<file path="config.mk">
export PLATFORM = sky130hd
export DESIGN_NAME = trl_task_reg
export DESIGN_NICKNAME = d
export VERILOG_FILES = /design/src/trl_pkg.sv /design/src/trl_task_reg.sv /design/src/trl_desc_dec.sv
export SDC_FILE = /design/constraint.sdc
export NUM_CORES = 1
export LEC_CHECK = 0
export ABC_AREA = 1
export CORE_AREA = 2 2 250 252
export DETAILED_ROUTE_END_ITERATION = 12
export DIE_AREA = 0 0 252 254
export DONT_BUFFER_PORTS = 1
export PLACE_DENSITY_LB_ADDON = 0.25
export REMOVE_ABC_BUFFERS = 1
export SYNTH_ARGS = -nofsm -noshare
export SYNTH_HDL_FRONTEND = slang
export SYNTH_SLANG_ARGS = --single-unit
</file>
<file path="constraint.sdc">
create_clock -name clk_i -period 4.7 [get_ports clk_i]
set_clock_uncertainty 0.2 [all_clocks]
set_input_delay 0.94 -clock clk_i [delete_from_list [all_inputs] [get_ports clk_i]]
set_output_delay 0.94 -clock clk_i [all_outputs]
set_load 0.1 [all_outputs]
</file>
<file path="src/trl_pkg.sv">
// Package for the task register load and check logic: selector and
// descriptor layout, type codes, limits, modes and carrier structs.
// Assumes one core clock and a memory port that returns whole qwords.
// Notes on behaviour
// - Task features only with protection on
// - Selector bits 15:3 index global table
// - Local-table reference raises general protection
// - Selector bits 1:0 take current privilege
// - Switch with limit below 67h: invalid segment
// - Access past limit raises general protection
// - Switch checks only the minimum limit
// - Descriptor bit 41, upper dword bit 9, is the busy flag
// - Transfer to busy task raises general protection
// - Long mode accepts only 64-bit task types
// - Long mode load marks available type busy
// - Long mode never clears the busy flag
// - Long mode 16-bit type raises general protection
// - Selector write fetches descriptor into hidden part
// - Load instruction and task switch update register
// - Legacy mode ignores upper 32 base bits
// - Upper base loaded only from 64-bit mode
// - Long modes address with full 64-bit base
// - Load marks busy, touches no segment fields
package trl_pkg;

    // Selector fields
    localparam int SEL_IDX_HI = 15;
    localparam int SEL_IDX_LO = 3;
    localparam int SEL_TI_BIT = 2;
    localparam int SEL_RPL_HI = 1;

    // Descriptor fields within the low qword
    localparam int D_LIM_LO_HI  = 15;
    localparam int D_BASE_LO_HI = 39;
    localparam int D_BASE_LO_LO = 16;
    localparam int D_TYPE_HI    = 43;
    localparam int D_TYPE_LO    = 40;
    localparam int D_SYS_BIT    = 44;
    localparam int D_DPL_HI     = 46;
    localparam int D_DPL_LO     = 45;
    localparam int D_PRES_BIT   = 47;
    localparam int D_LIM_HI_HI  = 51;
    localparam int D_LIM_HI_LO  = 48;
    localparam int D_GRAN_BIT   = 55;
    localparam int D_BASE_HI_HI = 63;
    localparam int D_BASE_HI_LO = 56;
    // Busy flag: bit 9 of the upper dword, bit 1 of the type field
    localparam int D_BUSY_BIT   = 41;
    localparam int DW_BUSY_BIT  = 9;

    // Task segment type codes
    localparam logic [3:0] TYPE_AVL16 = 4'h1;
    localparam logic [3:0] TYPE_BSY16 = 4'h3;
    localparam logic [3:0] TYPE_AVL32 = 4'h9;
    localparam logic [3:0] TYPE_BSY32 = 4'hb;

    // Limits and address steps
    localparam logic [31:0] MIN_LIMIT   = 32'h0000_0067;
    localparam logic [11:0] GRAN_FILL   = 12'hfff;
    localparam logic [63:0] HI_QW_OFS   = 64'h0000_0000_0000_0008;
    localparam logic [63:0] BUSY_DW_OFS = 64'h0000_0000_0000_0004;
    localparam logic [16:0] DESC8_LAST  = 17'h0_0007;
    localparam logic [16:0] DESC16_LAST = 17'h0_000f;
    localparam logic [15:0] ERR_MASK    = 16'hfffc;

    // Operating mode of the core
    typedef enum logic [1:0] {
        MODE_LEGACY,
        MODE_COMPAT,
        MODE_LONG64
    } trl_mode_t;

    // Memory request toward the descriptor tables
    typedef struct packed {
        logic        valid;
        logic        write;
        logic [63:0] addr;
        logic [31:0] wdata;
    } trl_mem_req_t;

    // Fault report
    typedef struct packed {
        logic        gp;
        logic        ts;
        logic [15:0] code;
    } trl_fault_t;

    // Hidden portion of the task register
    typedef struct packed {
        logic [63:0] base;
        logic [31:0] limit;
        logic [3:0]  kind;
        logic [1:0]  dpl;
    } trl_hidden_t;

endpackage : trl_pkg

</file>
<file path="src/trl_task_reg.sv">
// Task register with its load sequencer: takes a selector from the load
// instruction or a task switch, fetches and checks the descriptor from
// the global table, marks it busy and fills the hidden portion.
// Assumes a memory port that holds a request until acknowledged and
// returns the addressed qword on the acknowledge cycle.
module trl_task_reg
    import trl_pkg::*;
(
    input  wire logic         clk_i,
    input  wire logic         rst_i,
    input  wire logic         protection_on_i,
    input  wire trl_mode_t    mode_i,
    input  wire logic [1:0]   cpl_i,
    input  wire logic         ltr_req_i,
    input  wire logic         switch_req_i,
    input  wire logic [15:0]  new_sel_i,
    input  wire logic [63:0]  gdt_base_i,
    input  wire logic [15:0]  gdt_limit_i,
    input  wire logic         mem_ack_i,
    input  wire logic [63:0]  mem_rdata_i,
    input  wire logic         access_req_i,
    input  wire logic [31:0]  access_ofs_i,
    input  wire logic [3:0]   access_len_i,
    output trl_mem_req_t      mem_req_o,
    output logic [15:0]       task_register_o,
    output trl_hidden_t       hidden_o,
    output logic              busy_o,
    output logic              done_o,
    output trl_fault_t        fault_o,
    output logic              access_valid_o,
    output logic [63:0]       access_addr_o,
    output logic              access_fault_o
);

    typedef enum logic [2:0] {
        ST_IDLE,
        ST_READ_LO,
        ST_READ_HI,
        ST_CHECK,
        ST_MARK
    } trl_state_t;

    trl_state_t   state_q;
    trl_mem_req_t mem_q;
    trl_fault_t   fault_q;
    trl_hidden_t  hidden_q;
    trl_mode_t    mode_q;
    logic [15:0]  sel_q;
    logic [15:0]  tr_q;
    logic         is_sw_q;
    logic [63:0]  desc_lo_q;
    logic [31:0]  desc_hi_q;
    logic [63:0]  desc_addr_q;
    logic         done_q;
    logic         busy_q;
    logic         acc_v_q;
    logic         acc_f_q;
    logic [63:0]  acc_a_q;

    logic [12:0]  req_idx;
    logic         req_any;
    logic [16:0]  req_last;
    logic [16:0]  req_room;
    logic         pre_gp;
    logic [63:0]  req_addr;
    logic [31:0]  dec_limit;
    logic [31:0]  dec_base;
    logic [3:0]   dec_kind;
    logic [1:0]   dec_dpl;
    logic         dec_bad;
    logic         dec_busy;
    logic         dec_short;
    logic [32:0]  acc_end;
    logic [63:0]  acc_full;

    // Decoder for the fetched low qword
    trl_desc_dec u_dec (
        .desc_i     (desc_lo_q),
        .mode_i     (mode_q),
        .limit_o    (dec_limit),
        .base_o     (dec_base),
        .kind_o     (dec_kind),
        .dpl_o      (dec_dpl),
        .bad_type_o (dec_bad),
        .busy_o     (dec_busy),
        .short_o    (dec_short)
    );

    // Request side checks; a 16-byte descriptor must fit whole in the table
    assign req_any  = ltr_req_i | switch_req_i;
    assign req_idx  = new_sel_i[SEL_IDX_HI:SEL_IDX_LO];
    assign req_room = (mode_i == MODE_LONG64) ? DESC16_LAST : DESC8_LAST;
    assign req_last = {1'b0, req_idx, 3'b000} + req_room;
    assign req_addr = gdt_base_i + {48'h0, req_idx, 3'b000};

    // Any of these refuses the request before memory is touched
    always_comb begin
        pre_gp = 1'b0;
        if (!protection_on_i) begin
            pre_gp = 1'b1;
        end
        if (new_sel_i[SEL_TI_BIT]) begin
            pre_gp = 1'b1;
        end
        if (req_idx == 13'h0000) begin
            pre_gp = 1'b1;
        end
        if (req_last > {1'b0, gdt_limit_i}) begin
            pre_gp = 1'b1;
        end
        // Long mode has no hardware task switch to perform
        if (switch_req_i && !ltr_req_i && mode_i != MODE_LEGACY) begin
            pre_gp = 1'b1;
        end
    end

    // Sequencer; faults return to idle without committing anything
    always_ff @(posedge clk_i) begin
        if (rst_i) begin
            state_q <= ST_IDLE;
        end else begin
            case (state_q)
                ST_IDLE: begin
                    if (req_any && !pre_gp) begin
                        state_q <= ST_READ_LO;
                    end
                end
                ST_READ_LO: begin
                    if (mem_ack_i) begin
                        // Only 64-bit mode reads the second half
                        state_q <= (mode_q == MODE_LONG64) ? ST_READ_HI : ST_CHECK;
                    end
                end
                ST_READ_HI: begin
                    if (mem_ack_i) begin
                        state_q <= ST_CHECK;
                    end
                end
                ST_CHECK: begin
                    if (dec_bad || dec_busy || (is_sw_q && dec_short)) begin
                        state_q <= ST_IDLE;
                    end else begin
                        state_q <= ST_MARK;
                    end
                end
                ST_MARK: begin
                    if (mem_ack_i) begin
                        state_q <= ST_IDLE;
                    end
                end
                default: begin
                    state_q <= ST_IDLE;
                end
            endcase
        end
    end

    // Request capture; the privilege field is taken from the current level
    always_ff @(posedge clk_i) begin
        if (rst_i) begin
            sel_q       <= 16'h0000;
            is_sw_q     <= 1'b0;
            mode_q      <= MODE_LEGACY;
            desc_addr_q <= 64'h0;
        end else if (state_q == ST_IDLE && req_any) begin
            sel_q       <= {new_sel_i[SEL_IDX_HI:SEL_TI_BIT], cpl_i};
            is_sw_q     <= switch_req_i & ~ltr_req_i;
            mode_q      <= mode_i;
            desc_addr_q <= req_addr;
        end
    end

    // Descriptor capture from memory
    always_ff @(posedge clk_i) begin
        if (rst_i) begin
            desc_lo_q <= 64'h0;
            desc_hi_q <= 32'h0;
        end else begin
            if (state_q == ST_IDLE) begin
                desc_hi_q <= 32'h0;
            end
            if (state_q == ST_READ_LO && mem_ack_i) begin
                desc_lo_q <= mem_rdata_i;
            end
            if (state_q == ST_READ_HI && mem_ack_i) begin
                desc_hi_q <= mem_rdata_i[31:0];
            end
        end
    end

    // Memory port: reads of the table, then a single busy write-back.
    // Only the table entry is accessed, never the segment itself.
    always_ff @(posedge clk_i) begin
        if (rst_i) begin
            mem_q <= '0;
        end else begin
            case (state_q)
                ST_IDLE: begin
                    mem_q.valid <= req_any & ~pre_gp;
                    mem_q.write <= 1'b0;
                    mem_q.addr  <= req_addr;
                    mem_q.wdata <= 32'h0;
                end
                ST_READ_LO: begin
                    if (mem_ack_i) begin
                        mem_q.valid <= (mode_q == MODE_LONG64);
                        mem_q.addr  <= desc_addr_q + HI_QW_OFS;
                    end
                end
                ST_READ_HI: begin
                    if (mem_ack_i) begin
                        mem_q.valid <= 1'b0;
                    end
                end
                ST_CHECK: begin
                    // Busy is only ever set here, never cleared
                    mem_q.valid <= ~(dec_bad | dec_busy | (is_sw_q & dec_short));
                    mem_q.write <= 1'b1;
                    mem_q.addr  <= desc_addr_q + BUSY_DW_OFS;
                    mem_q.wdata <= desc_lo_q[63:32] | (32'h1 << DW_BUSY_BIT);
                end
                ST_MARK: begin
                    if (mem_ack_i) begin
                        mem_q <= '0;
                    end
                end
                default: begin
                    mem_q <= '0;
                end
            endcase
        end
    end

    // Commit of visible and hidden parts once the busy write lands
    always_ff @(posedge clk_i) begin
        if (rst_i) begin
            tr_q     <= 16'h0000;
            hidden_q <= '0;
        end else if (state_q == ST_MARK && mem_ack_i) begin
            tr_q           <= sel_q;
            hidden_q.limit <= dec_limit;
            hidden_q.kind  <= dec_kind | 4'(1 << (D_BUSY_BIT - D_TYPE_LO));
            hidden_q.dpl   <= dec_dpl;
            // Compatibility and legacy loads leave the upper base zero
            hidden_q.base  <= {desc_hi_q, dec_base};
        end
    end

    // Fault reporting, one cycle per refused load or switch
    always_ff @(posedge clk_i) begin
        if (rst_i) begin
            fault_q <= '0;
        end else begin
            fault_q <= '0;
            if (state_q == ST_IDLE && req_any && pre_gp) begin
                fault_q.gp   <= 1'b1;
                fault_q.code <= new_sel_i & ERR_MASK;
            end else if (state_q == ST_CHECK) begin
                if (dec_bad || dec_busy) begin
                    fault_q.gp   <= 1'b1;
                    fault_q.code <= sel_q & ERR_MASK;
                end else if (is_sw_q && dec_short) begin
                    fault_q.ts   <= 1'b1;
                    fault_q.code <= sel_q & ERR_MASK;
                end
            end
        end
    end

    // Busy follows the sequencer's next state, so the port is a flop, not a decode
    always_ff @(posedge clk_i) begin
        if (rst_i) begin
            busy_q <= 1'b0;
        end else if (state_q == ST_IDLE) begin
            busy_q <= req_any & ~pre_gp;
        end else if (state_q == ST_CHECK) begin
            busy_q <= ~(dec_bad | dec_busy | (is_sw_q & dec_short));
        end else if (state_q == ST_MARK) begin
            busy_q <= ~mem_ack_i;
        end
    end

    // Completion pulse
    always_ff @(posedge clk_i) begin
        if (rst_i) begin
            done_q <= 1'b0;
        end else begin
            done_q <= (state_q == ST_MARK) & mem_ack_i;
        end
    end

    // Accesses to segment data: anything past the limit is refused.
    // Legacy mode wraps at 4G since the upper base is ignored.
    assign acc_end  = {1'b0, access_ofs_i} + {29'h0, access_len_i} - 33'h1;
    assign acc_full = hidden_q.base + {32'h0, access_ofs_i};

    always_ff @(posedge clk_i) begin
        if (rst_i) begin
            acc_v_q <= 1'b0;
            acc_f_q <= 1'b0;
            acc_a_q <= 64'h0;
        end else begin
            acc_v_q <= 1'b0;
            acc_f_q <= 1'b0;
            if (access_req_i && access_len_i != 4'h0) begin
                if (acc_end > {1'b0, hidden_q.limit}) begin
                    acc_f_q <= 1'b1;
                end else begin
                    acc_v_q <= 1'b1;
                    if (mode_i == MODE_LEGACY) begin
                        acc_a_q <= {32'h0, acc_full[31:0]};
                    end else begin
                        acc_a_q <= acc_full;
                    end
                end
            end
        end
    end

    // Outputs straight from registers
    assign mem_req_o       = mem_q;
    assign task_register_o = tr_q;
    assign hidden_o        = hidden_q;
    assign busy_o          = busy_q;
    assign done_o          = done_q;
    assign fault_o         = fault_q;
    assign access_valid_o  = acc_v_q;
    assign access_addr_o   = acc_a_q;
    assign access_fault_o  = acc_f_q;

endmodule : trl_task_reg

</file>
<file path="src/trl_desc_dec.sv">
// Descriptor decoder: splits a task segment descriptor into fields and
// judges its type, busy flag and limit for the current mode.
// Assumes a purely combinational use inside the load sequencer.
module trl_desc_dec
    import trl_pkg::*;
(
    input  wire logic [63:0] desc_i,
    input  wire trl_mode_t   mode_i,
    output logic [31:0]      limit_o,
    output logic [31:0]      base_o,
    output logic [3:0]       kind_o,
    output logic [1:0]       dpl_o,
    output logic             bad_type_o,
    output logic             busy_o,
    output logic             short_o
);
    logic [19:0] raw_lim;
    logic        long_m;

    // Field extraction; granularity scales the limit by 4K
    assign raw_lim = {desc_i[D_LIM_HI_HI:D_LIM_HI_LO], desc_i[D_LIM_LO_HI:0]};
    assign limit_o = desc_i[D_GRAN_BIT] ? {raw_lim, GRAN_FILL} : {12'h000, raw_lim};
    assign base_o  = {desc_i[D_BASE_HI_HI:D_BASE_HI_LO],
                      desc_i[D_BASE_LO_HI:D_BASE_LO_LO]};
    assign kind_o  = desc_i[D_TYPE_HI:D_TYPE_LO];
    assign dpl_o   = desc_i[D_DPL_HI:D_DPL_LO];
    assign long_m  = (mode_i != MODE_LEGACY);

    // Busy flag sits in descriptor bit 41, bit 9 of the upper dword
    assign busy_o  = desc_i[D_BUSY_BIT];

    // Only system task types pass; long mode drops the 16-bit pair
    always_comb begin
        bad_type_o = desc_i[D_SYS_BIT] | ~desc_i[D_PRES_BIT];
        case (kind_o)
            TYPE_AVL32, TYPE_BSY32: bad_type_o = bad_type_o;
            TYPE_AVL16, TYPE_BSY16: bad_type_o = 1'b1 & long_m | bad_type_o;
            default:                bad_type_o = 1'b1;
        endcase
    end

    // Minimum size check, the only limit test a switch makes
    assign short_o = (limit_o < MIN_LIMIT);

endmodule : trl_desc_dec

</file>
# --- After elaboration in Yosys (flattened, before gate mapping) ---
# Index checks and enable logic that the tools add are counted.
totals:
  regBits: 484
  elab_cells: 138
classes:
  eq_ne: 14
  muxes: 38
  magnitude_cmp: 3
  addsub: 7
  reduce_logical: 32
  bitwise_logic: 19
ops:
  columns: ["cell", "n"]
  rows:
  - ["$pmux W64 S5", 1]
  - ["$mux W64", 2]
  - ["$mux W98", 1]
  - ["$mux W32", 3]
  - ["$pmux W32 S3", 1]
  - ["$add A64 B16 Y64", 1]
  - ["$add A64 B3 Y64 const B", 1]
  - ["$add A64 B32 Y64", 1]
  - ["$add A64 B4 Y64 const B", 1]
  - ["$add A32 B4 Y33", 1]
  - ["$gt A33 B32 Y1", 1]
  - ["$sub A33 B1 Y33 const B", 1]
  - ["$lt A32 B7 Y1 const B", 1]
  - ["$mux W16", 2]
  - ["$mux W18", 1]
  - ["$add A16 B4 Y17", 1]
  - ["$gt A17 B16 Y1", 1]
  - ["$mux W17", 1]
  - ["$mux W1", 16]
  - ["$mux W3", 5]
  - ["$pmux W3 S5", 1]
  - ["$logic_not A13 Y1", 1]
  - ["$logic_and A1 B1 Y1", 10]
  - ["$not A1 Y1", 10]
  - ["other kinds (26)", 48]

# --- Depth between registers and ports, before layout ---
depth:
  depth_word: 10
  mapped_depth: 36
  ltp_nobuf: 35

# --- Cells and area by module ---
# Synthesis repeated with hierarchy kept, for this count alone.
unflattened:
  cells_unflattened: 5178
  area_unflattened_um2: 31945.6
by_module_without_submodules:
  columns: ["module", "area_each_um2", "n_inst", "seq_area_each_um2", "cells_per_inst"]
  rows:
  - ["trl_task_reg", 31183.7, 1, 9629.2, 5030]
  - ["trl_desc_dec", 762.0, 1, 0.0, 148]

# --- Worst setup path after synthesis ---
# Ideal clock, no wire load.
synth_timing:
  kind: "input to register"
  from: "input port access_ofs_i[1]"
  to: "register acc_a_q[48] (netlist: access_addr_o[48])"
  cell_stages: 31
  t_arrival_ns: 4.773
  n_path_buf: 2
  t_required_ns: 4.391
  setup_ns: 0.109
  slack_ns: -0.383
  cell_sequence: "inv_1 > ha_1 > inv_1 > ha_1 > inv_1 > fa_1 > o31ai_1 > nand2_1 > nand2_1 > a21oi_1 > o21ai_0 > a21oi_1 > o211ai_1 > nand2_1 > ha_1 > nand4_1 > a21oi_1 > nor2_1 > nand2_1 > nand2_1 > nand2_1 > nand2_1 > nand2_1 > nand2_1 > nand2_1 > nand2_1 > buf_2 > buf_2 > nand4_1 > nand2_1 > inv_1"
synth_via:
  elab_chain_cells: 5
  word_cells_on_any_way: 7
  classes_between: "add/sub (3); order compare (1); mux (1); bitwise (1); reduce/logical (1)"
synth_lines:
  columns: ["element", "line", "rtl"]
  rows:
  - ["start: declaration", "trl_task_reg.sv:22", "input wire logic [31:0] access_ofs_i,"]
  - ["$add A32 B4 Y33", "trl_task_reg.sv:294", "assign acc_end = {1'b0, access_ofs_i} + {29'h0, access_len_i} - 33'h1;"]
  - ["$sub A33 B1 Y33", "trl_task_reg.sv:294", null]
  - ["$gt A33 B32 Y1", "trl_task_reg.sv:306", "if (acc_end > {1'b0, hidden_q.limit}) begin"]
  - ["$not A1 Y1 (no source line)", null, null]
  - ["$reduce_and A2 Y1 (no source line)", null, null]
  - ["end signal: assignment", "trl_task_reg.sv:311", "acc_a_q <= {32'h0, acc_full[31:0]};"]
  - ["end signal: assignment", "trl_task_reg.sv:313", "acc_a_q <= acc_full;"]
  - ["end: declaration", "trl_task_reg.sv:58", "logic [63:0] acc_a_q;"]
# Several ways; a longest one is shown, not always the timed one.
# A chain may end at the register's enable or synchronous reset.

# --- Worst setup path after layout ---
layout_timing:
  from: "input port access_len_i[1]"
  to: "register acc_a_q[29] (netlist: access_addr_o[29])"
layout_via:
  elab_chain_cells: 5
  word_cells_on_any_way: 7
  classes_between: "add/sub (2); order compare (1); bitwise (1); reduce/logical (3)"
layout_lines:
  columns: ["element", "line", "rtl"]
  rows:
  - ["start: declaration", "trl_task_reg.sv:23", "input wire logic [3:0] access_len_i,"]
  - ["$add A32 B4 Y33", "trl_task_reg.sv:294", null]
  - ["$sub A33 B1 Y33", "trl_task_reg.sv:294", null]
  - ["$gt A33 B32 Y1", "trl_task_reg.sv:306", null]
  - ["$not A1 Y1 (no source line)", null, null]
  - ["$reduce_and A2 Y1 (no source line) *", null, null]
# Mark *: on every way between the ends. The rest lies on a longest branch, timed or not.

==> key figures <==
Run status
  • Status: completed

Place
  • GP Congestion: 1.01
  • HPWL Detailed: 98,200 µm
  • IO Port Bufs: 0
  • Placed Cells incl. Taps: 5,518

Critical path
  • Setup crit end kind: flop
  • Critical R2R Capture: desc_addr_q[12]
  • Arr. time, crit path: 4.87 ns
  • Worst Setup EP: access_addr_o[29]
  • Reg2reg setup slack: 1.02 ns
  • Slowest cell on the critical path: fa_2
  • CP Class: input pin to flop
  • Slowest stage delay, CP: 0.40 ns
  • Worst Setup SP: access_len_i[1]
  • R2r startpoint: state_q[1]
  • Crit path max fanout: 8
  • Worst reg-to-reg path cell count: 9
  • CP required: 5.07 ns
  • Most common cell on crit path: nand2_1
  • Worst setup SP type: input pin

Routing
  • WL/cell: 22.5 µm
  • Total number of vias: 32,700
  • Total Wirelength: 127,000 µm
  • Drt first pass iters: 9
  • DRC Markers: 0
  • Post-DRT Antenna Nets: 0
  • 1st-iter DRT viols: 2,906
  • Vias/cell: 5.80

Global route
  • Total GRT Usage: 37.8%
  • Largest net degree at the start of global routing: 185
  • Initial antenna violation count: 10
  • Vias in the first global route: 30,100
  • Global-route wire length before repair: 185,000 µm
  • Grt total ovfl: 0

Synth
  • Sequential area share after synthesis: 31.6%
  • Yosys reg bits: 481
  • Top FF cell, synth: dfxtp_1
  • Synthesized area per cell: 6.39 µm²
  • Share of the synthesized area in the top cell type: 31.6%
  • Gate Count Post-Synth: 4,761
  • Synthesized cell area: 0.0304 mm²
  • Post-synth top area cell: dfxtp_1
  • Warnings, synthesis: 0
  • Top post-synthesis cells by area: dfxtp_1 (32%), nand2_1 (12%), inv_1 (7.9%), nor2_1 (7.4%), a21oi_1 (6.8%)
  • Synth unique cells: 60
  • FFs w/ async S/R, synth: 0%
  • Post-synth top cells: nand2_1 (954), inv_1 (643), nor2_1 (603)
  • Post-synth EDFFs: 0
  • Most frequent cell after synthesis: nand2_1

Clocking
  • CTS tree: yes
  • CTS clk-pin slew, worst paths: 0.06 ns
  • # H-tree levels: 2
  • Clock Path Buffers: 3
  • CTS Hold Buffers Added: 0
  • Clock Latency Late Sink: 0.65 ns
  • Clock sinks: 481
  • Root Buffer Master: clkbuf_16
  • CTS Buf Count: 55

Power and ir drop
  • Leakage power: 14.8 nW
  • Worst vdd ir: 309 µV
  • Power Density: 376 mW/mm²

STA
  • Tmin final: 4.50 ns
  • Hold Vio Cnt, Final: 0
  • Hold WS: 0.204 ns
  • Slew headroom: 21.0%
  • Slew Viols, Final: 0
  • Worst-Margin Slew: 1.18 ns
  • Final worst-path cycle share: 95.7%
  • Setup violators final: 0
  • Final TNS setup: 0 ns
  • Max Fclk: 0.222 GHz

Job
  • Maxcap violations: 0

Die
  • Rows: 91
  • Die X-Extent: 252 µm
  • Core region area: 0.0613 mm²
  • IO Count: 509
  • Die Ht: 254 µm
  • Starting Density: 49.7%
  • DIE AREA: 0.0640 mm²

Cells and area
  • # fillers: 6,247
  • Area taken by multi-input logic gates: 0.0177 mm²
  • Layout cell share with drive strength beyond 1: 8.09%
  • P&R area growth vs syn: 12.9%
  • Layout net count: 5,138
  • Final core occ: 56.1%
  • Final cell count without fillers: 5,649
  • FF+latch area: 0.00963 mm²

Hold path
  • Worst hold path cell count: 1
  • HP Class: input pin to flop
-- through the flow --
stage                     power [mW]  instance area, µm²  setup WS, ns
after CTS                       12.8               33900        0.0724
after global placement          8.10               31900        -0.526
after global routing            13.4               34300       -0.0550
final                           12.9               34300         0.202
after floorplan                 7.29               29600         -1.71
after detailed placement        8.13               31900        -0.638
-- worst min path at each step --
stage                               from        endpoint  slack, ns
after floorplan                  is_sw_q         is_sw_q       0.24
after global placement     desc_lo_q[52]   mem_req_o[20]       0.25
after detailed placement  desc_addr_q[0]  desc_addr_q[0]       0.26
after CTS                          rst_i   desc_hi_q[25]       0.18
after global routing               rst_i   desc_hi_q[27]       0.19
final                              rst_i   desc_hi_q[27]       0.20
-- per-layer routing --
layer	vias to the layer above	global-route usage (%)	share of wire (%)
li1	15800	-	-
met1	15100	45.0	39
met2	1505	62.7	46
met3	334	9.44	9.5
met4	4	20.4	6.2
met5	-	0	0.027
-- worst max-delay path: cells and delay by family --
family,cells,cell delay [ns]
buffers and inverters,9,0.98
AO/OA/AOI/OAI,4,0.47
AND/OR/NAND/NOR,19,1.28
adder cells (fa/ha/maj),4,1.02
XOR/XNOR,1,0.16
-- cell families (layout without fill, tap and decap cells) --
family          Yosys count  count (layout)  synth area share, %
mux                       3               3               0.0987
fa+ha+maj               132             132                 5.50
flops                   481             481                 31.6
other cells               1              18               0.0123
xor+xnor                111             111                 3.19
compound gates          953             953                 17.1
buf+inv                 850             931                 10.9
simple gates           2230            2230                 31.6
-- report_power, final --
group / switching (mW) / leakage [nW] / internal [mW]
combinational: 1.58 / 9.93 / 0.796
sequential: 1.46 / 3.93 / 4.39
clock: 1.95 / 0.967 / 2.75
total: 4.98 / 14.8 / 7.93
-- final cells by class --
type	instances	share of cell area (%)
diodes	16	0.117
clock buffers	70	4.40
clock inverters	31	1.34
inverters	651	7.19
multi-input cells	3431	51.6
flip-flops and latches	481	28.0
well taps	790	2.88
repair buffers	179	4.40
-- sequential cells by signal (all words and copies together) (netlist names) --
register,flops
busy_o,1
desc_hi_q,32
hidden_o,102
desc_lo_q,64
done_o,1
task_register_o,16
access_addr_o,64
fault_o,16
is_sw_q,1
sel_q,16
desc_addr_q,64
mode_q,2
state_q,3
access_fault_o,1
access_valid_o,1
mem_req_o,97
-- layout by cell type, fill, tap and decap left out, types with 17 or more instances in the layout --
cell type and count:
buf_4 164, xor2_1 64, o21ai_0 366, clkbuf_16 59
nor2_1 597, o211ai_1 30, inv_1 628, nand2_2 18
inv_2 17, nor4_1 31, a21oi_1 406, dfxtp_1 480
xnor2_1 46, nand2_1 938, nand3_1 334, nor3_1 80
a211oi_1 37, nand4_1 161, ha_1 124
-- timing repair --
| item | CTS | global route |
|---|---|---|
| setup endpoints to repair | 1 | 66 |
| endpoints found under the hold margin | 0 | 0 |
| gates cloned | 0 | 5 |
| gates resized for setup | 1 | 71 |
| setup buffers | 0 | 9 |
| pin swaps | 0 | 35 |
Note: power is estimated with default switching activity, not from simulation.
